[src/common/asmp_pkg.sv]
// Constants and types shared by the asynchronous multiprocessor serial port.
//
// What this block does
// RQ1 - Words written to the transmit buffer move to the shifter and leave bit by bit.
// RQ2 - Received characters are copied to the receive buffer and the debug mirror.
// RQ3 - Transmitter and receiver run separately or together, neither depending on the other.
// RQ4 - Frame: start, data, address bit in address mode, optional parity, one or two stops.
// RQ5 - Character length field bits 2..0 selects one to eight data bits.
// RQ6 - Format bit 5 enables parity generation and checking.
// RQ7 - Format bit 6 selects odd parity when 0, even parity when 1.
// RQ8 - Format bit 7 selects one or two transmitted stop bits.
// RQ9 - Format bit 3 selects the protocol; zero means idle-line mode.
// RQ10 - While asleep, no ready flag, interrupt or error until an address frame.
// RQ11 - Only software writes change the sleep bit.
// RQ12 - Software compares block addresses and clears sleep on a match.
// RQ13 - First frame of a block wakes the port and requests an enabled interrupt.
// RQ14 - Idle-line mode: ten or more high bit times mark the next frame as address.
// RQ15 - Bit time for idle measurement comes from the programmed baud divisor.
// RQ16 - A delaying sender leaves at least ten idle bit times between blocks.
// RQ17 - Idle-line mode: a write with wake request set sends exactly eleven idle bit times instead.
// RQ18 - Software sets wake request, writes a dummy word, then the address word.
// RQ19 - Wake temporary flag captures wake request at shifter load; request then clears.
// RQ20 - Receive status bit 1 holds the receive wake flag.
// RQ21 - Address mode: address bit follows data, one in first frame, else zero.
// RQ22 - Address mode: the transmitter sends the wake temporary flag as address bit.
// RQ23 - Eight sample periods per bit; majority of periods four, five and six.
// RQ24 - Start bit accepted after four low samples; any high sample restarts search.
// RQ25 - The transmit pin idles high whenever no frame is shifting out.
`default_nettype none
package asmp_pkg;
  localparam int ADR_W = 8;
  localparam int DAT_W = 32;
  localparam int BAUD_W = 16;
  // Register byte offsets.
  localparam logic [7:0] OFS_FFC = 8'h00;
  localparam logic [7:0] OFS_CTL1 = 8'h04;
  localparam logic [7:0] OFS_BAUD = 8'h08;
  localparam logic [7:0] OFS_CTL2 = 8'h0C;
  localparam logic [7:0] OFS_RXST = 8'h10;
  localparam logic [7:0] OFS_EMU = 8'h14;
  localparam logic [7:0] OFS_RXBUF = 8'h18;
  localparam logic [7:0] OFS_TXBUF = 8'h1C;
  // Field positions.
  localparam int FFC_LEN_MSB = 2;
  localparam int FFC_MODE = 3;
  localparam int FFC_PAR_EN = 5;
  localparam int FFC_PAR_EVEN = 6;
  localparam int FFC_STOP2 = 7;
  localparam int C1_RX_EN = 0;
  localparam int C1_TX_EN = 1;
  localparam int C1_SLEEP = 2;
  localparam int C1_TX_WAKE_REQUEST = 3;
  localparam int C2_TX_IE = 0;
  localparam int C2_RX_IE = 1;
  localparam int C2_TX_EMPTY = 6;
  localparam int C2_TX_READY = 7;
  localparam int ST_WAKE = 1;
  localparam int ST_PE = 2;
  localparam int ST_OE = 3;
  localparam int ST_FE = 4;
  localparam int ST_RDY = 6;
  localparam int ST_ERR = 7;
  // Reset values.
  localparam logic [7:0] FFC_RST = 8'h07;
  localparam logic [BAUD_W-1:0] BAUD_RST = 16'h0000;
  // Bit timing in sample periods.
  localparam int SAMPLES_PER_BIT = 8;
  localparam logic [2:0] BIT_LAST = 3'(SAMPLES_PER_BIT - 1);
  localparam int START_LOW_COUNT = 4;
  localparam logic [2:0] LOW_LAST = 3'(START_LOW_COUNT - 1);
  localparam logic [2:0] START_PHASE = 3'(START_LOW_COUNT);
  localparam logic [2:0] VOTE_FIRST = 3'h3;
  localparam logic [2:0] VOTE_LAST = 3'h5;
  localparam logic [2:0] CHAR_MAX_IDX = 3'h7;
  localparam int IDLE_BLOCK_BITS = 10;
  localparam int WAKE_IDLE_BITS = 11;
  localparam logic [6:0] IDLE_BLOCK_TICKS = 7'(IDLE_BLOCK_BITS * SAMPLES_PER_BIT);
  localparam logic [3:0] WAKE_LAST = 4'(WAKE_IDLE_BITS - 1);
  typedef enum logic [6:0] {
    TX_IDLE = 7'h01,
    TX_START = 7'h02,
    TX_DATA = 7'h04,
    TX_PARITY = 7'h08,
    TX_ADDR = 7'h10,
    TX_STOP = 7'h20,
    TX_WIDLE = 7'h40
  } asmp_tx_state_t;
  typedef enum logic [5:0] {
    RX_SEARCH = 6'h01,
    RX_START = 6'h02,
    RX_DATA = 6'h04,
    RX_PARITY = 6'h08,
    RX_ADDR = 6'h10,
    RX_STOP = 6'h20
  } asmp_rx_state_t;
endpackage : asmp_pkg
`default_nettype wire

[src/hw/asmp_port.sv]
// Asynchronous serial port with multiprocessor wake-up and a Wishbone slave.
//
// Chosen here: the placing of the registers and the Wishbone slave port.
`timescale 1ns/1ns
`default_nettype none
module asmp_port (
  input wire logic ref_clk,
  input wire logic resetn,
  input wire logic wb_cyc_i,
  input wire logic wb_stb_i,
  input wire logic wb_we_i,
  input wire logic [asmp_pkg::ADR_W-1:0] wb_adr_i,
  input wire logic [3:0] wb_sel_i,
  input wire logic [asmp_pkg::DAT_W-1:0] wb_dat_i,
  output logic [asmp_pkg::DAT_W-1:0] wb_dat_o,
  output logic wb_ack_o,
  input wire logic serial_in_pin,
  output logic serial_out_pin,
  output logic tx_irq,
  output logic rx_irq
);
  import asmp_pkg::*;

  typedef struct packed {
    logic ack;
    logic [DAT_W-1:0] dat;
    logic [7:0] ffc;
    logic rx_en;
    logic tx_en;
    logic sleep;
    logic tx_wake_request;
    logic [BAUD_W-1:0] baud;
    logic tx_ie;
    logic rx_ie;
    logic [7:0] txbuf;
    logic txfull;
    asmp_tx_state_t tst;
    logic [7:0] tsh;
    logic wake_temp_flag;
    logic [2:0] tsc;
    logic [3:0] tbit;
    logic tx_pin;
    logic sync1;
    logic sync2;
    asmp_rx_state_t rst;
    logic [2:0] rsc;
    logic [2:0] lowc;
    logic [2:0] rbit;
    logic [2:0] vote;
    logic [7:0] rsh;
    logic rpar;
    logic rpe;
    logic raddr;
    logic blk;
    logic [6:0] idlec;
    logic [7:0] rxbuf;
    logic [7:0] rxemu;
    logic rx_ready_flag;
    logic wake;
    logic pe;
    logic oe;
    logic fe;
    logic tx_irq;
    logic rx_irq;
  } asmp_state_t;

  localparam asmp_state_t ST_RESET = '{
    ffc: FFC_RST,
    baud: BAUD_RST,
    tst: TX_IDLE,
    rst: RX_SEARCH,
    tx_pin: 1'b1,
    sync1: 1'b1,
    sync2: 1'b1,
    default: '0
  };

  asmp_state_t st_reg;
  asmp_state_t st_next;
  logic tick;
  logic commit;
  logic wr;
  logic rd_buf;
  logic [DAT_W-1:0] rd_val;
  logic [2:0] len;
  logic [7:0] mask;
  logic txpar;
  logic tx_load;
  logic bit_end;
  logic rb;
  logic addr_frame;
  logic accept;

  // --------------------------------------------------------------------
  // Sample clock
  // --------------------------------------------------------------------
  asmp_tick_gen u_tick (
    .ref_clk(ref_clk),
    .resetn(resetn),
    .divisor(st_reg.baud),
    .tick(tick)
  );

  // --------------------------------------------------------------------
  // Next state
  // --------------------------------------------------------------------
  always_comb begin
    st_next = st_reg;
    len = st_reg.ffc[FFC_LEN_MSB:0]; // [RQ5]
    mask = 8'hFF >> (CHAR_MAX_IDX - len);
    txpar = (^(st_reg.tsh & mask)) ^ ~st_reg.ffc[FFC_PAR_EVEN]; // [RQ7]
    commit = wb_cyc_i & wb_stb_i & st_reg.ack;
    wr = commit & wb_we_i;
    rd_buf = commit & ~wb_we_i & (wb_adr_i == OFS_RXBUF);
    bit_end = st_reg.rsc == BIT_LAST;
    rb = (st_reg.vote[0] & st_reg.vote[1]) | (st_reg.vote[0] & st_reg.vote[2])
      | (st_reg.vote[1] & st_reg.vote[2]); // [RQ23]
    addr_frame = st_reg.ffc[FFC_MODE] ? st_reg.raddr : st_reg.blk; // [RQ9]
    accept = 1'b0;
    tx_load = st_reg.tst == TX_IDLE && st_reg.tx_en && st_reg.txfull; // [RQ3]

    // Bus answer and read data.
    rd_val = '0;
    case (wb_adr_i)
      OFS_FFC: rd_val[7:0] = st_reg.ffc;
      OFS_CTL1: begin
        rd_val[C1_RX_EN] = st_reg.rx_en;
        rd_val[C1_TX_EN] = st_reg.tx_en;
        rd_val[C1_SLEEP] = st_reg.sleep;
        rd_val[C1_TX_WAKE_REQUEST] = st_reg.tx_wake_request;
      end
      OFS_BAUD: rd_val[BAUD_W-1:0] = st_reg.baud;
      OFS_CTL2: begin
        rd_val[C2_TX_IE] = st_reg.tx_ie;
        rd_val[C2_RX_IE] = st_reg.rx_ie;
        rd_val[C2_TX_EMPTY] = ~st_reg.txfull & (st_reg.tst == TX_IDLE);
        rd_val[C2_TX_READY] = ~st_reg.txfull;
      end
      OFS_RXST: begin
        rd_val[ST_WAKE] = st_reg.wake; // [RQ20]
        rd_val[ST_PE] = st_reg.pe;
        rd_val[ST_OE] = st_reg.oe;
        rd_val[ST_FE] = st_reg.fe;
        rd_val[ST_RDY] = st_reg.rx_ready_flag;
        rd_val[ST_ERR] = st_reg.pe | st_reg.oe | st_reg.fe;
      end
      OFS_EMU: rd_val[7:0] = st_reg.rxemu;
      OFS_RXBUF: rd_val[7:0] = st_reg.rxbuf;
      OFS_TXBUF: rd_val[7:0] = st_reg.txbuf;
      default: rd_val = '0;
    endcase
    st_next.ack = wb_cyc_i & wb_stb_i & ~st_reg.ack;
    st_next.dat = st_next.ack ? rd_val : '0;

    // Reading the receive buffer clears ready and errors, but keeps overrun if a frame is accepted in the same cycle; new events win.
    if (rd_buf) begin
      st_next.rx_ready_flag = 1'b0;
      st_next.pe = 1'b0;
      st_next.oe = 1'b0;
      st_next.fe = 1'b0;
    end

    // Receive input synchroniser.
    st_next.sync1 = serial_in_pin;
    st_next.sync2 = st_reg.sync1;

    // Receiver.
    if (tick) begin
      if (st_reg.rst != RX_SEARCH) begin
        st_next.rsc = st_reg.rsc + 3'h1;
        if (st_reg.rsc >= VOTE_FIRST && st_reg.rsc <= VOTE_LAST) begin
          st_next.vote = {st_reg.vote[1:0], st_reg.sync2}; // [RQ23]
        end
      end
      case (st_reg.rst)
        RX_SEARCH: begin
          if (!st_reg.sync2) begin
            st_next.idlec = '0;
            if (st_reg.lowc == LOW_LAST) begin
              st_next.rst = RX_START; // [RQ24]
              st_next.rsc = START_PHASE;
              st_next.lowc = '0;
              st_next.rsh = '0;
              st_next.rpar = 1'b0;
              st_next.rpe = 1'b0;
              st_next.raddr = 1'b0;
            end else begin
              st_next.lowc = st_reg.lowc + 3'h1;
            end
          end else begin
            st_next.lowc = '0; // [RQ24]
            if (st_reg.idlec != IDLE_BLOCK_TICKS) begin
              st_next.idlec = st_reg.idlec + 7'h01; // [RQ15]
            end
            if (st_reg.idlec == IDLE_BLOCK_TICKS - 7'h01) begin
              st_next.blk = 1'b1; // [RQ14]
            end
          end
        end
        RX_START: begin
          if (bit_end) begin
            st_next.rst = RX_DATA;
            st_next.rbit = '0;
          end
        end
        RX_DATA: begin
          if (bit_end) begin
            st_next.rsh[st_reg.rbit] = rb; // [RQ2]
            st_next.rpar = st_reg.rpar ^ rb;
            st_next.rbit = st_reg.rbit + 3'h1;
            if (st_reg.rbit == len) begin
              if (st_reg.ffc[FFC_MODE]) begin
                st_next.rst = RX_ADDR; // [RQ21]
              end else if (st_reg.ffc[FFC_PAR_EN]) begin
                st_next.rst = RX_PARITY; // [RQ6]
              end else begin
                st_next.rst = RX_STOP;
              end
            end
          end
        end
        RX_PARITY: begin
          if (bit_end) begin
            st_next.rpe = (st_reg.rpar ^ rb) == st_reg.ffc[FFC_PAR_EVEN]; // [RQ7]
            st_next.rst = RX_STOP;
          end
        end
        RX_ADDR: begin
          if (bit_end) begin
            st_next.raddr = rb; // [RQ21]
            st_next.rst = st_reg.ffc[FFC_PAR_EN] ? RX_PARITY : RX_STOP;
          end
        end
        RX_STOP: begin
          if (bit_end) begin
            st_next.rst = RX_SEARCH;
            st_next.blk = 1'b0;
            st_next.idlec = '0;
            accept = st_reg.rx_en & (~st_reg.sleep | addr_frame); // [RQ10]
            if (accept) begin
              st_next.rxbuf = st_reg.rsh; // [RQ2]
              st_next.rxemu = st_reg.rsh;
              st_next.oe = st_reg.oe | (st_reg.rx_ready_flag & ~rd_buf);
              st_next.rx_ready_flag = 1'b1; // [RQ13]
              st_next.pe = st_next.pe | st_reg.rpe;
              st_next.fe = st_next.fe | ~rb;
              st_next.wake = addr_frame; // [RQ20]
            end
          end
        end
        default: st_next.rst = RX_SEARCH;
      endcase
    end

    // Transmitter.
    if (tx_load) begin
      st_next.tsh = st_reg.txbuf; // [RQ1]
      st_next.wake_temp_flag = st_reg.tx_wake_request; // [RQ19]
      st_next.tx_wake_request = 1'b0;
      st_next.txfull = 1'b0;
      st_next.tsc = '0;
      st_next.tbit = '0;
      st_next.tst = (st_reg.tx_wake_request && !st_reg.ffc[FFC_MODE]) ? TX_WIDLE : TX_START; // [RQ17]
    end else if (tick && st_reg.tst != TX_IDLE) begin
      st_next.tsc = st_reg.tsc + 3'h1;
      if (st_reg.tsc == BIT_LAST) begin
        st_next.tbit = st_reg.tbit + 4'h1;
        case (st_reg.tst)
          TX_START: begin
            st_next.tst = TX_DATA; // [RQ4]
            st_next.tbit = '0;
          end
          TX_DATA: begin
            if (st_reg.tbit == {1'b0, len}) begin
              st_next.tbit = '0;
              if (st_reg.ffc[FFC_MODE]) begin
                st_next.tst = TX_ADDR; // [RQ21]
              end else if (st_reg.ffc[FFC_PAR_EN]) begin
                st_next.tst = TX_PARITY; // [RQ6]
              end else begin
                st_next.tst = TX_STOP;
              end
            end
          end
          TX_PARITY: begin
            st_next.tbit = '0;
            st_next.tst = TX_STOP;
          end
          TX_ADDR: begin
            st_next.tbit = '0;
            st_next.tst = st_reg.ffc[FFC_PAR_EN] ? TX_PARITY : TX_STOP;
          end
          TX_STOP: begin
            if (!(st_reg.ffc[FFC_STOP2] && st_reg.tbit == 4'h0)) begin
              st_next.tst = TX_IDLE; // [RQ8]
            end
          end
          TX_WIDLE: begin
            if (st_reg.tbit == WAKE_LAST) begin
              st_next.tst = TX_IDLE; // [RQ17]
            end
          end
          default: st_next.tst = TX_IDLE;
        endcase
      end
    end
    case (st_reg.tst)
      TX_START: st_next.tx_pin = 1'b0;
      TX_DATA: st_next.tx_pin = st_reg.tsh[st_reg.tbit[2:0]]; // [RQ1]
      TX_PARITY: st_next.tx_pin = txpar; // [RQ6]
      TX_ADDR: st_next.tx_pin = st_reg.wake_temp_flag; // [RQ22]
      default: st_next.tx_pin = 1'b1; // [RQ25]
    endcase

    // Register writes; a software write wins over a hardware clear.
    if (wr && wb_sel_i[0]) begin
      case (wb_adr_i)
        OFS_FFC: st_next.ffc = wb_dat_i[7:0];
        OFS_CTL1: begin
          st_next.rx_en = wb_dat_i[C1_RX_EN]; // [RQ3]
          st_next.tx_en = wb_dat_i[C1_TX_EN];
          st_next.sleep = wb_dat_i[C1_SLEEP]; // [RQ11]
          st_next.tx_wake_request = wb_dat_i[C1_TX_WAKE_REQUEST];
        end
        OFS_BAUD: st_next.baud[7:0] = wb_dat_i[7:0];
        OFS_CTL2: begin
          st_next.tx_ie = wb_dat_i[C2_TX_IE];
          st_next.rx_ie = wb_dat_i[C2_RX_IE]; // [RQ13]
        end
        OFS_TXBUF: begin
          st_next.txbuf = wb_dat_i[7:0];
          st_next.txfull = 1'b1;
        end
        default: st_next.txfull = st_next.txfull;
      endcase
    end
    if (wr && wb_sel_i[1] && wb_adr_i == OFS_BAUD) begin
      st_next.baud[BAUD_W-1:8] = wb_dat_i[BAUD_W-1:8];
    end

    st_next.tx_irq = st_next.tx_ie & ~st_next.txfull;
    st_next.rx_irq = st_next.rx_ie & st_next.rx_ready_flag; // [RQ13]
  end

  // --------------------------------------------------------------------
  // State register
  // --------------------------------------------------------------------
  always_ff @(posedge ref_clk or negedge resetn) begin
    if (!resetn) begin
      st_reg <= ST_RESET;
    end else begin
      st_reg <= st_next;
    end
  end

  assign wb_ack_o = st_reg.ack;
  assign wb_dat_o = st_reg.dat;
  assign serial_out_pin = st_reg.tx_pin;
  assign tx_irq = st_reg.tx_irq;
  assign rx_irq = st_reg.rx_irq;

  logic wr_ctl1;
  assign wr_ctl1 = wr & wb_sel_i[0] & (wb_adr_i == OFS_CTL1);
endmodule : asmp_port
`default_nettype wire

[src/hw/asmp_tick_gen.sv]
// Sample clock tick generator driven by the baud divisor.
`timescale 1ns/1ns
`default_nettype none
module asmp_tick_gen (
  input wire logic ref_clk,
  input wire logic resetn,
  input wire logic [asmp_pkg::BAUD_W-1:0] divisor,
  output logic tick
);
  import asmp_pkg::*;

  typedef struct packed {
    logic [BAUD_W-1:0] cnt;
    logic tick;
  } asmp_tick_state_t;

  asmp_tick_state_t st_reg;
  asmp_tick_state_t st_next;

  // One tick every divisor plus one clocks.
  always_comb begin
    st_next = st_reg;
    st_next.tick = 1'b0;
    if (st_reg.cnt >= divisor) begin
      st_next.cnt = '0;
      st_next.tick = 1'b1;
    end else begin
      st_next.cnt = st_reg.cnt + 16'h0001;
    end
  end

  always_ff @(posedge ref_clk or negedge resetn) begin
    if (!resetn) begin
      st_reg <= '0;
    end else begin
      st_reg <= st_next;
    end
  end

  assign tick = st_reg.tick;
endmodule : asmp_tick_gen
`default_nettype wire

[config.mk]
export PLATFORM = sky130hd
export DESIGN_NAME = asmp_port
export DESIGN_NICKNAME = d
export VERILOG_FILES = /design/src/common/asmp_pkg.sv /design/src/hw/asmp_port.sv /design/src/hw/asmp_tick_gen.sv
export SDC_FILE = /design/constraint.sdc
export NUM_CORES = 1
export LEC_CHECK = 0
export BUFFER_PORTS_ARGS = -buffer_cell sky130_fd_sc_hd__clkbuf_2
export CORE_MARGIN = 2
export CORE_UTILIZATION = 40
export CTS_BUF_LIST = sky130_fd_sc_hd__clkbuf_8
export CTS_CLUSTER_DIAMETER = 40
export DETAILED_ROUTE_END_ITERATION = 10
export HOLD_SLACK_MARGIN = 0.06
export PLACE_DENSITY = 0.67
export SLEW_MARGIN = 40
export SYNTH_ARGS = -nofsm -noshare
export SYNTH_HDL_FRONTEND = slang
export SYNTH_SLANG_ARGS = --single-unit
[constraint.sdc]
create_clock -name ref_clk -period 1.95 [get_ports ref_clk]
set_input_delay 0.195 -clock ref_clk [delete_from_list [all_inputs] [get_ports ref_clk]]
set_output_delay 0.195 -clock ref_clk [all_outputs]
set_load 0.005 [all_outputs]
* Word-level counts from Yosys, hierarchy flattened
Index checks and enable logic that the tools add are counted.
** Word-level totals
- Register bits after elaboration :: 151
- Bits of input ports :: 50
- Output and inout port bits :: 36
- Logic and storage cells :: 251
** Cells by class
- Add/sub/neg operators :: 8
- Magnitude comparators :: 6
- Equality and inequality tests :: 45
- Shifts and indexed selects :: 1
- Mux-type cells :: 77
- Bitwise operators :: 33
- Reductions and logical operators :: 39
** Operators with widths (count)
- $mux 7 :: 11
- $mux 6 :: 11
- $pmux 7 s6 :: 1
- $pmux 6 s6 :: 1
- $mux 11 :: 3
- $eq 8x5->1 const B :: 4
- $mux 16 :: 2
- $mux 29 :: 1
- $mux 9 :: 3
- $reduce_and 5->1 :: 5
- $pmux 2 s6 :: 2
- $mux 21 :: 1
- $ne 2x2->1 const B :: 10
- $mux 3 :: 6
- $pmux 9 s2 :: 1
- $add 16x1->16 const B :: 1
- $eq 8x4->1 const B :: 2
- $ge 16x16->1 :: 1
- $mux 8 :: 2
- $pmux 8 s2 :: 1
- $and 1x1->1 :: 14
- $eq 7x7->1 const B :: 2
- $mux 1 :: 14
- $reduce_bool 2->1 :: 7
- 60 further kinds :: 103

* Depth between registers and ports, before layout
- Word-level depth :: 12
- Mapped depth :: 8
- Gate-level depth less buffers :: 7

* Hierarchy
Synthesis repeated with hierarchy kept, for this count alone.
** Second synthesis, totals
- Cell total of the unflattened synthesis :: 841
- Area total of the unflattened synthesis :: 8444.3 µm²
** Modules (own cells, without submodules)
- asmp_port :: instances 1, cells an instance 712, area an instance 7151.9 µm², sequential area each 3363.2 µm²
- asmp_tick_gen :: instances 1, cells an instance 129, area an instance 1292.5 µm², sequential area each 425.4 µm²

* Least setup slack after synthesis
No wires, ideal clock.
- Path kind :: register to register
- From :: register st_reg (netlist bit len[2])
- To :: register st_reg[82] (netlist bit)
- Setup time :: 0.077 ns
- Data arrival time :: 2.080 ns
- Data required time :: 1.873 ns
- Slack :: -0.207 ns
- Cell stages (with the launch flop) :: 7
- Path buffers :: 1
- Period minus slack after synthesis :: 2.157 ns
- Path through :: dfstp_2 > clkbuf_1 > xor2_1 > nor4_1 > nor2_1 > or4_1 > o21ai_1
** Between the ends
- Word-level cells in the longest chain between the ends :: 3
** RTL lines
- start: declaration :: line asmp_port.sv:78 : asmp_state_t st_reg;
- start signal: assignment :: line asmp_port.sv:352 : st_reg <= st_next;
- $eq 4x3->1 :: line asmp_port.sv:274 : if (st_reg.tbit == {1'b0, len}) begin
- $ne 3x3->1 (no source line)
- $reduce_and 5->1 (no source line)
No other way between the ends.
A chain may end at the register's enable or synchronous reset.

==> flow_results.xml <==
<?xml version="1.0" encoding="UTF-8"?>
<metrics>
  <group name="floorplanning">
    <metric name="ioPinCount" unit="">86</metric>
    <metric name="die_height" unit="um">149</metric>
    <metric name="die_area" unit="sq um">22100</metric>
    <metric name="fp.coreArea" unit="sq um">20400</metric>
    <metric name="floorplan.initialDensity" unit="%">41.0</metric>
    <metric name="die_width" unit="um">149</metric>
    <metric name="rows" unit="">52</metric>
  </group>
  <group name="global_route">
    <metric name="grt_pass1_vias" unit="">7092</metric>
    <metric name="grt_pass1_wl" unit="mm">35.9</metric>
    <metric name="overflow" unit="">0</metric>
    <metric name="grt_start_max_net_pins" unit="">54</metric>
    <metric name="grtUsageMet2" unit="%">32.8</metric>
    <metric name="gr-usage-met1" unit="%">28.0</metric>
    <metric name="top_usage_layer" unit="">met2</metric>
    <metric name="grtUsageTotal" unit="%">20.5</metric>
    <metric name="groute.layer.met3.usage" unit="%">3.56</metric>
    <metric name="initial_antenna_violation_count" unit="">0</metric>
  </group>
  <group name="clock_tree">
    <metric name="cts.clk_slew.worst_paths" unit="ns">0.09</metric>
    <metric name="clock_latency" unit="ns">0.46</metric>
    <metric name="tritoncts_buffers" unit="">17</metric>
    <metric name="tritoncts" unit="">built</metric>
    <metric name="cts-htree-levels" unit="">4</metric>
    <metric name="cts_root_buf" unit="">sky130_fd_sc_hd__clkbuf_8</metric>
    <metric name="sink_count_of_the_clock_tree" unit="">151</metric>
    <metric name="ctsLongestPathBuffers" unit="">2</metric>
  </group>
  <group name="critical_path">
    <metric name="r2r_setup_slack" unit="ns">-0.12</metric>
    <metric name="setup.worst_path.end_class" unit="">flop</metric>
    <metric name="path_max_fanout" unit="">15</metric>
    <metric name="worstSetupPathType" unit="">flop to flop</metric>
    <metric name="timing.critical_path.required" unit="ns">2.29</metric>
    <metric name="startpoint_type" unit="">flop</metric>
    <metric name="worst-endpoint-arrival" unit="ns">2.41</metric>
  </group>
  <group name="synth">
    <metric name="cell_area_after_synthesis" unit="sq um">8360</metric>
    <metric name="postSynthCellCount" unit="">867</metric>
    <metric name="synthArstFlopShare" unit="%">100</metric>
    <metric name="syn_avg_cell_area" unit="sq um">9.64</metric>
    <metric name="synth_enable_flop_cells" unit="">0</metric>
    <metric name="yosysSeqAreaShare" unit="%">45.3</metric>
    <metric name="synth.lib_cells_used.distinct" unit="">79</metric>
    <metric name="post_synth_main_area_contributors" unit="">sky130_fd_sc_hd__dfrtp_1, sky130_fd_sc_hd__nand2_1, sky130_fd_sc_hd__ha_1, sky130_fd_sc_hd__o21ai_0, sky130_fd_sc_hd__buf_4</metric>
    <metric name="number_of_synthesized_register_bits" unit="">151</metric>
    <metric name="synthesis.yosys.warnings" unit="">0</metric>
    <metric name="synth_top_area_share" unit="%">42.8</metric>
    <metric name="postSynth.topFlopCell" unit="">sky130_fd_sc_hd__dfrtp_1</metric>
    <metric name="synth_top_area_cell" unit="">sky130_fd_sc_hd__dfrtp_1</metric>
  </group>
  <group name="layout">
    <metric name="number_of_standard_cells_in_the_layout_taps_in_and_fillers_out" unit="">1323</metric>
    <metric name="largest_reg_flops" unit="">110</metric>
    <metric name="drive_gt1_share" unit="%">32.7</metric>
    <metric name="fin_nets" unit="">1120</metric>
    <metric name="layout_commonest_cell" unit="">sky130_fd_sc_hd__dfrtp_1</metric>
    <metric name="diodes" unit="">0</metric>
    <metric name="fillcell_total" unit="">1769</metric>
    <metric name="syn_to_final_growth" unit="%">31.8</metric>
    <metric name="design_area" unit="sq um">11000</metric>
    <metric name="most-common-layout-cells" unit="">sky130_fd_sc_hd__dfrtp_1, sky130_fd_sc_hd__buf_4, sky130_fd_sc_hd__nand2_1</metric>
  </group>
  <group name="route">
    <metric name="remaining_drc_errors" unit="">0</metric>
    <metric name="via_count" unit="">7197</metric>
    <metric name="dr.first_iter.drc_count" unit="">508</metric>
    <metric name="first_pass_iters" unit="">5</metric>
    <metric name="routedWlPerCell" unit="um">17.1</metric>
    <metric name="final_antenna_net_count" unit="">0</metric>
    <metric name="drt-vias-per-instance" unit="">5.44</metric>
    <metric name="drt-total-wl" unit="mm">22.7</metric>
  </group>
  <group name="sta">
    <metric name="tmin_final" unit="ns">2.07</metric>
    <metric name="worst_slew_margin_rel" unit="%">57.0</metric>
    <metric name="final_max_slew_viol_count" unit="">0</metric>
    <metric name="finalClockSkew" unit="ns">0.0192</metric>
    <metric name="fin_worst_setup_slack" unit="ns">-0.119</metric>
    <metric name="setup_violations" unit="">30</metric>
    <metric name="final_min_period_over_clock_period" unit="%">106</metric>
    <metric name="worst_margin_slew" unit="ns">0.640</metric>
    <metric name="grt_setup_unrepaired" unit="">true</metric>
    <metric name="timing.fmax" unit="MHz">483</metric>
    <metric name="hold_viol" unit="">0</metric>
  </group>
  <group name="power_and_ir_drop">
    <metric name="combPwrFrac" unit="%">4.5</metric>
    <metric name="peakVddDrop" unit="uV">312</metric>
    <metric name="fin_total_pwr" unit="W">0.00602</metric>
    <metric name="clock_power_share" unit="%">43.2</metric>
    <metric name="switching_power" unit="W">0.00139</metric>
    <metric name="power.internal" unit="W">0.00462</metric>
    <metric name="power.switching_fraction" unit="%">23.1</metric>
    <metric name="powerDensity" unit="nW/um^2">546</metric>
    <metric name="share_seq_of_total_power" unit="%">52.2</metric>
    <metric name="static_power_due_to_leakage" unit="nW">5.19</metric>
  </group>
  <group name="place">
    <metric name="finalWeightedCongestion" unit="">0.886</metric>
    <metric name="dp_hpwl" unit="mm">16.0</metric>
    <metric name="pre_cts_ws" unit="ns">-0.132</metric>
    <metric name="port_buffers" unit="">51</metric>
    <metric name="place_inst" unit="">1255</metric>
    <metric name="placedInstanceArea" unit="sq um">9840</metric>
  </group>
  <group name="min_path">
    <metric name="worstHoldPathType" unit="">primary input to flop</metric>
  </group>
  <group name="status">
    <metric name="violated_checks" unit="">setup timing</metric>
    <metric name="run_status" unit="">complete, but fails checks</metric>
  </group>
  <group name="run">
    <metric name="max-cap-violations" unit="">0</metric>
  </group>
</metrics>
power by group through the flow:
stage	Combinational, W	Sequential [W]	Clock (W)
2_1_floorplan	0.0000956	0.00320	0
3_3_place_gp	0.000240	0.00320	0
3_5_place_dp	0.000243	0.00320	0
4_1_cts	0.000271	0.00314	0.00266
5_1_grt	0.000301	0.00314	0.00278
6_report	0.000271	0.00314	0.00260
synthesized netlist by cell type (5+ instances only):
cell,number
sky130_fd_sc_hd__o32ai_1,5
sky130_fd_sc_hd__o21ai_0,50
sky130_fd_sc_hd__o21ai_1,20
sky130_fd_sc_hd__ha_1,30
sky130_fd_sc_hd__nor4_1,5
sky130_fd_sc_hd__o31ai_1,17
sky130_fd_sc_hd__a211oi_1,7
sky130_fd_sc_hd__a31oi_1,7
sky130_fd_sc_hd__dfstp_2,8
sky130_fd_sc_hd__mux2i_1,9
sky130_fd_sc_hd__nand3_1,21
sky130_fd_sc_hd__and2_1,5
sky130_fd_sc_hd__nand4_1,8
sky130_fd_sc_hd__clkbuf_1,26
sky130_fd_sc_hd__a22oi_1,8
sky130_fd_sc_hd__mux2_1,6
sky130_fd_sc_hd__xnor2_1,17
sky130_fd_sc_hd__nand2_1,117
sky130_fd_sc_hd__a21oi_1,22
sky130_fd_sc_hd__nor2b_1,7
sky130_fd_sc_hd__or4_1,9
sky130_fd_sc_hd__nor3_1,29
sky130_fd_sc_hd__and3_1,8
sky130_fd_sc_hd__buf_4,32
sky130_fd_sc_hd__buf_2,12
sky130_fd_sc_hd__nand2b_1,9
sky130_fd_sc_hd__xor2_1,13
sky130_fd_sc_hd__dfrtp_1,143
sky130_fd_sc_hd__nor2_1,45
sky130_fd_sc_hd__a2111oi_0,18
sky130_fd_sc_hd__a21o_1,7
sky130_fd_sc_hd__mux2_2,21
sky130_fd_sc_hd__o211ai_1,5
sky130_fd_sc_hd__inv_1,44
final timing paths:
path                                         from                end  cells past startpoint
max in group asynchronous                  resetn             len[0]                      3
worst max-delay path            u_tick.st_reg[10]  u_tick.st_reg[12]                      8
min in group asynchronous                  resetn         st_reg[49]                      2
worst min-delay path                  wb_dat_i[0]             len[0]                      2
worst max register to register  u_tick.st_reg[10]  u_tick.st_reg[12]                      8
worst min register to register        st_next[60]         st_reg[60]                      0
cells by family (layout without fill, tap and decap cells):
| family | Yosys count | in the layout | share of synthesized area (%) |
|---|---|---|---|
| AOI/OAI and AO/OA | 200 | 200 | 16.2 |
| xor gates and xnor gates | 30 | 30 | 3.14 |
| adders and majority gates | 31 | 31 | 4.61 |
| buffers and inverters | 114 | 285 | 6.74 |
| DFF | 151 | 151 | 45.3 |
| muxes | 40 | 40 | 5.70 |
| other | 1 | 16 | 0.0449 |
| and+or+nand+nor | 300 | 300 | 18.2 |
critical path, stage by stage, from the launching register on:
cell	delay [ns]
sky130_fd_sc_hd__dfrtp_1	0.39
sky130_fd_sc_hd__ha_1	0.33
sky130_fd_sc_hd__a21o_1	0.17
sky130_fd_sc_hd__a21o_1	0.17
sky130_fd_sc_hd__a21oi_2	0.15
sky130_fd_sc_hd__o211ai_1	0.15
sky130_fd_sc_hd__buf_12	0.20
sky130_fd_sc_hd__buf_12	0.14
sky130_fd_sc_hd__a2111oi_4	0.27
cell type report:
class | count | area, sq um | area share [%]
Inverter | 44 | 165 | 1.50
Clock buffer | 17 | 234 | 2.12
Clock inverter | 15 | 189 | 1.72
Timing Repair Buffer | 209 | 1660 | 15.1
Tap cell | 270 | 338 | 3.07
Sequential cell | 151 | 3790 | 34.4
Multi-Input combinational cell | 617 | 4640 | 42.1
what timing repair did:
item	in CTS	in global routing
pin swaps	12	26
cloned	1	0
setup endpoints to repair	42	62
buffers inserted	11	9
hold buffers	17	0
hold endpoints to repair	81	0
resized for setup	39	60
routing by layer:
layer / wire (um) / share of wire (%)
met1: 10300 / 45
met3: 964 / 4.3
met5: 0 / 0
met4: 518 / 2.3
met2: 10900 / 48
through the flow:
stage / setup TNS, ns / hold WS (ns) / utilization, %
floorplan: -0.152 / -0.101 / -
global placement: -0.603 / 0.171 / 48.3
detailed placement: -1.49 / 0.167 / 48.3
CTS: -1.19 / 0.0766 / 52.6
global route: -5.52 / 0.0941 / 54.1
finish: -2.05 / 0.121 / 54.1
(Power assumes the default switching activity.)
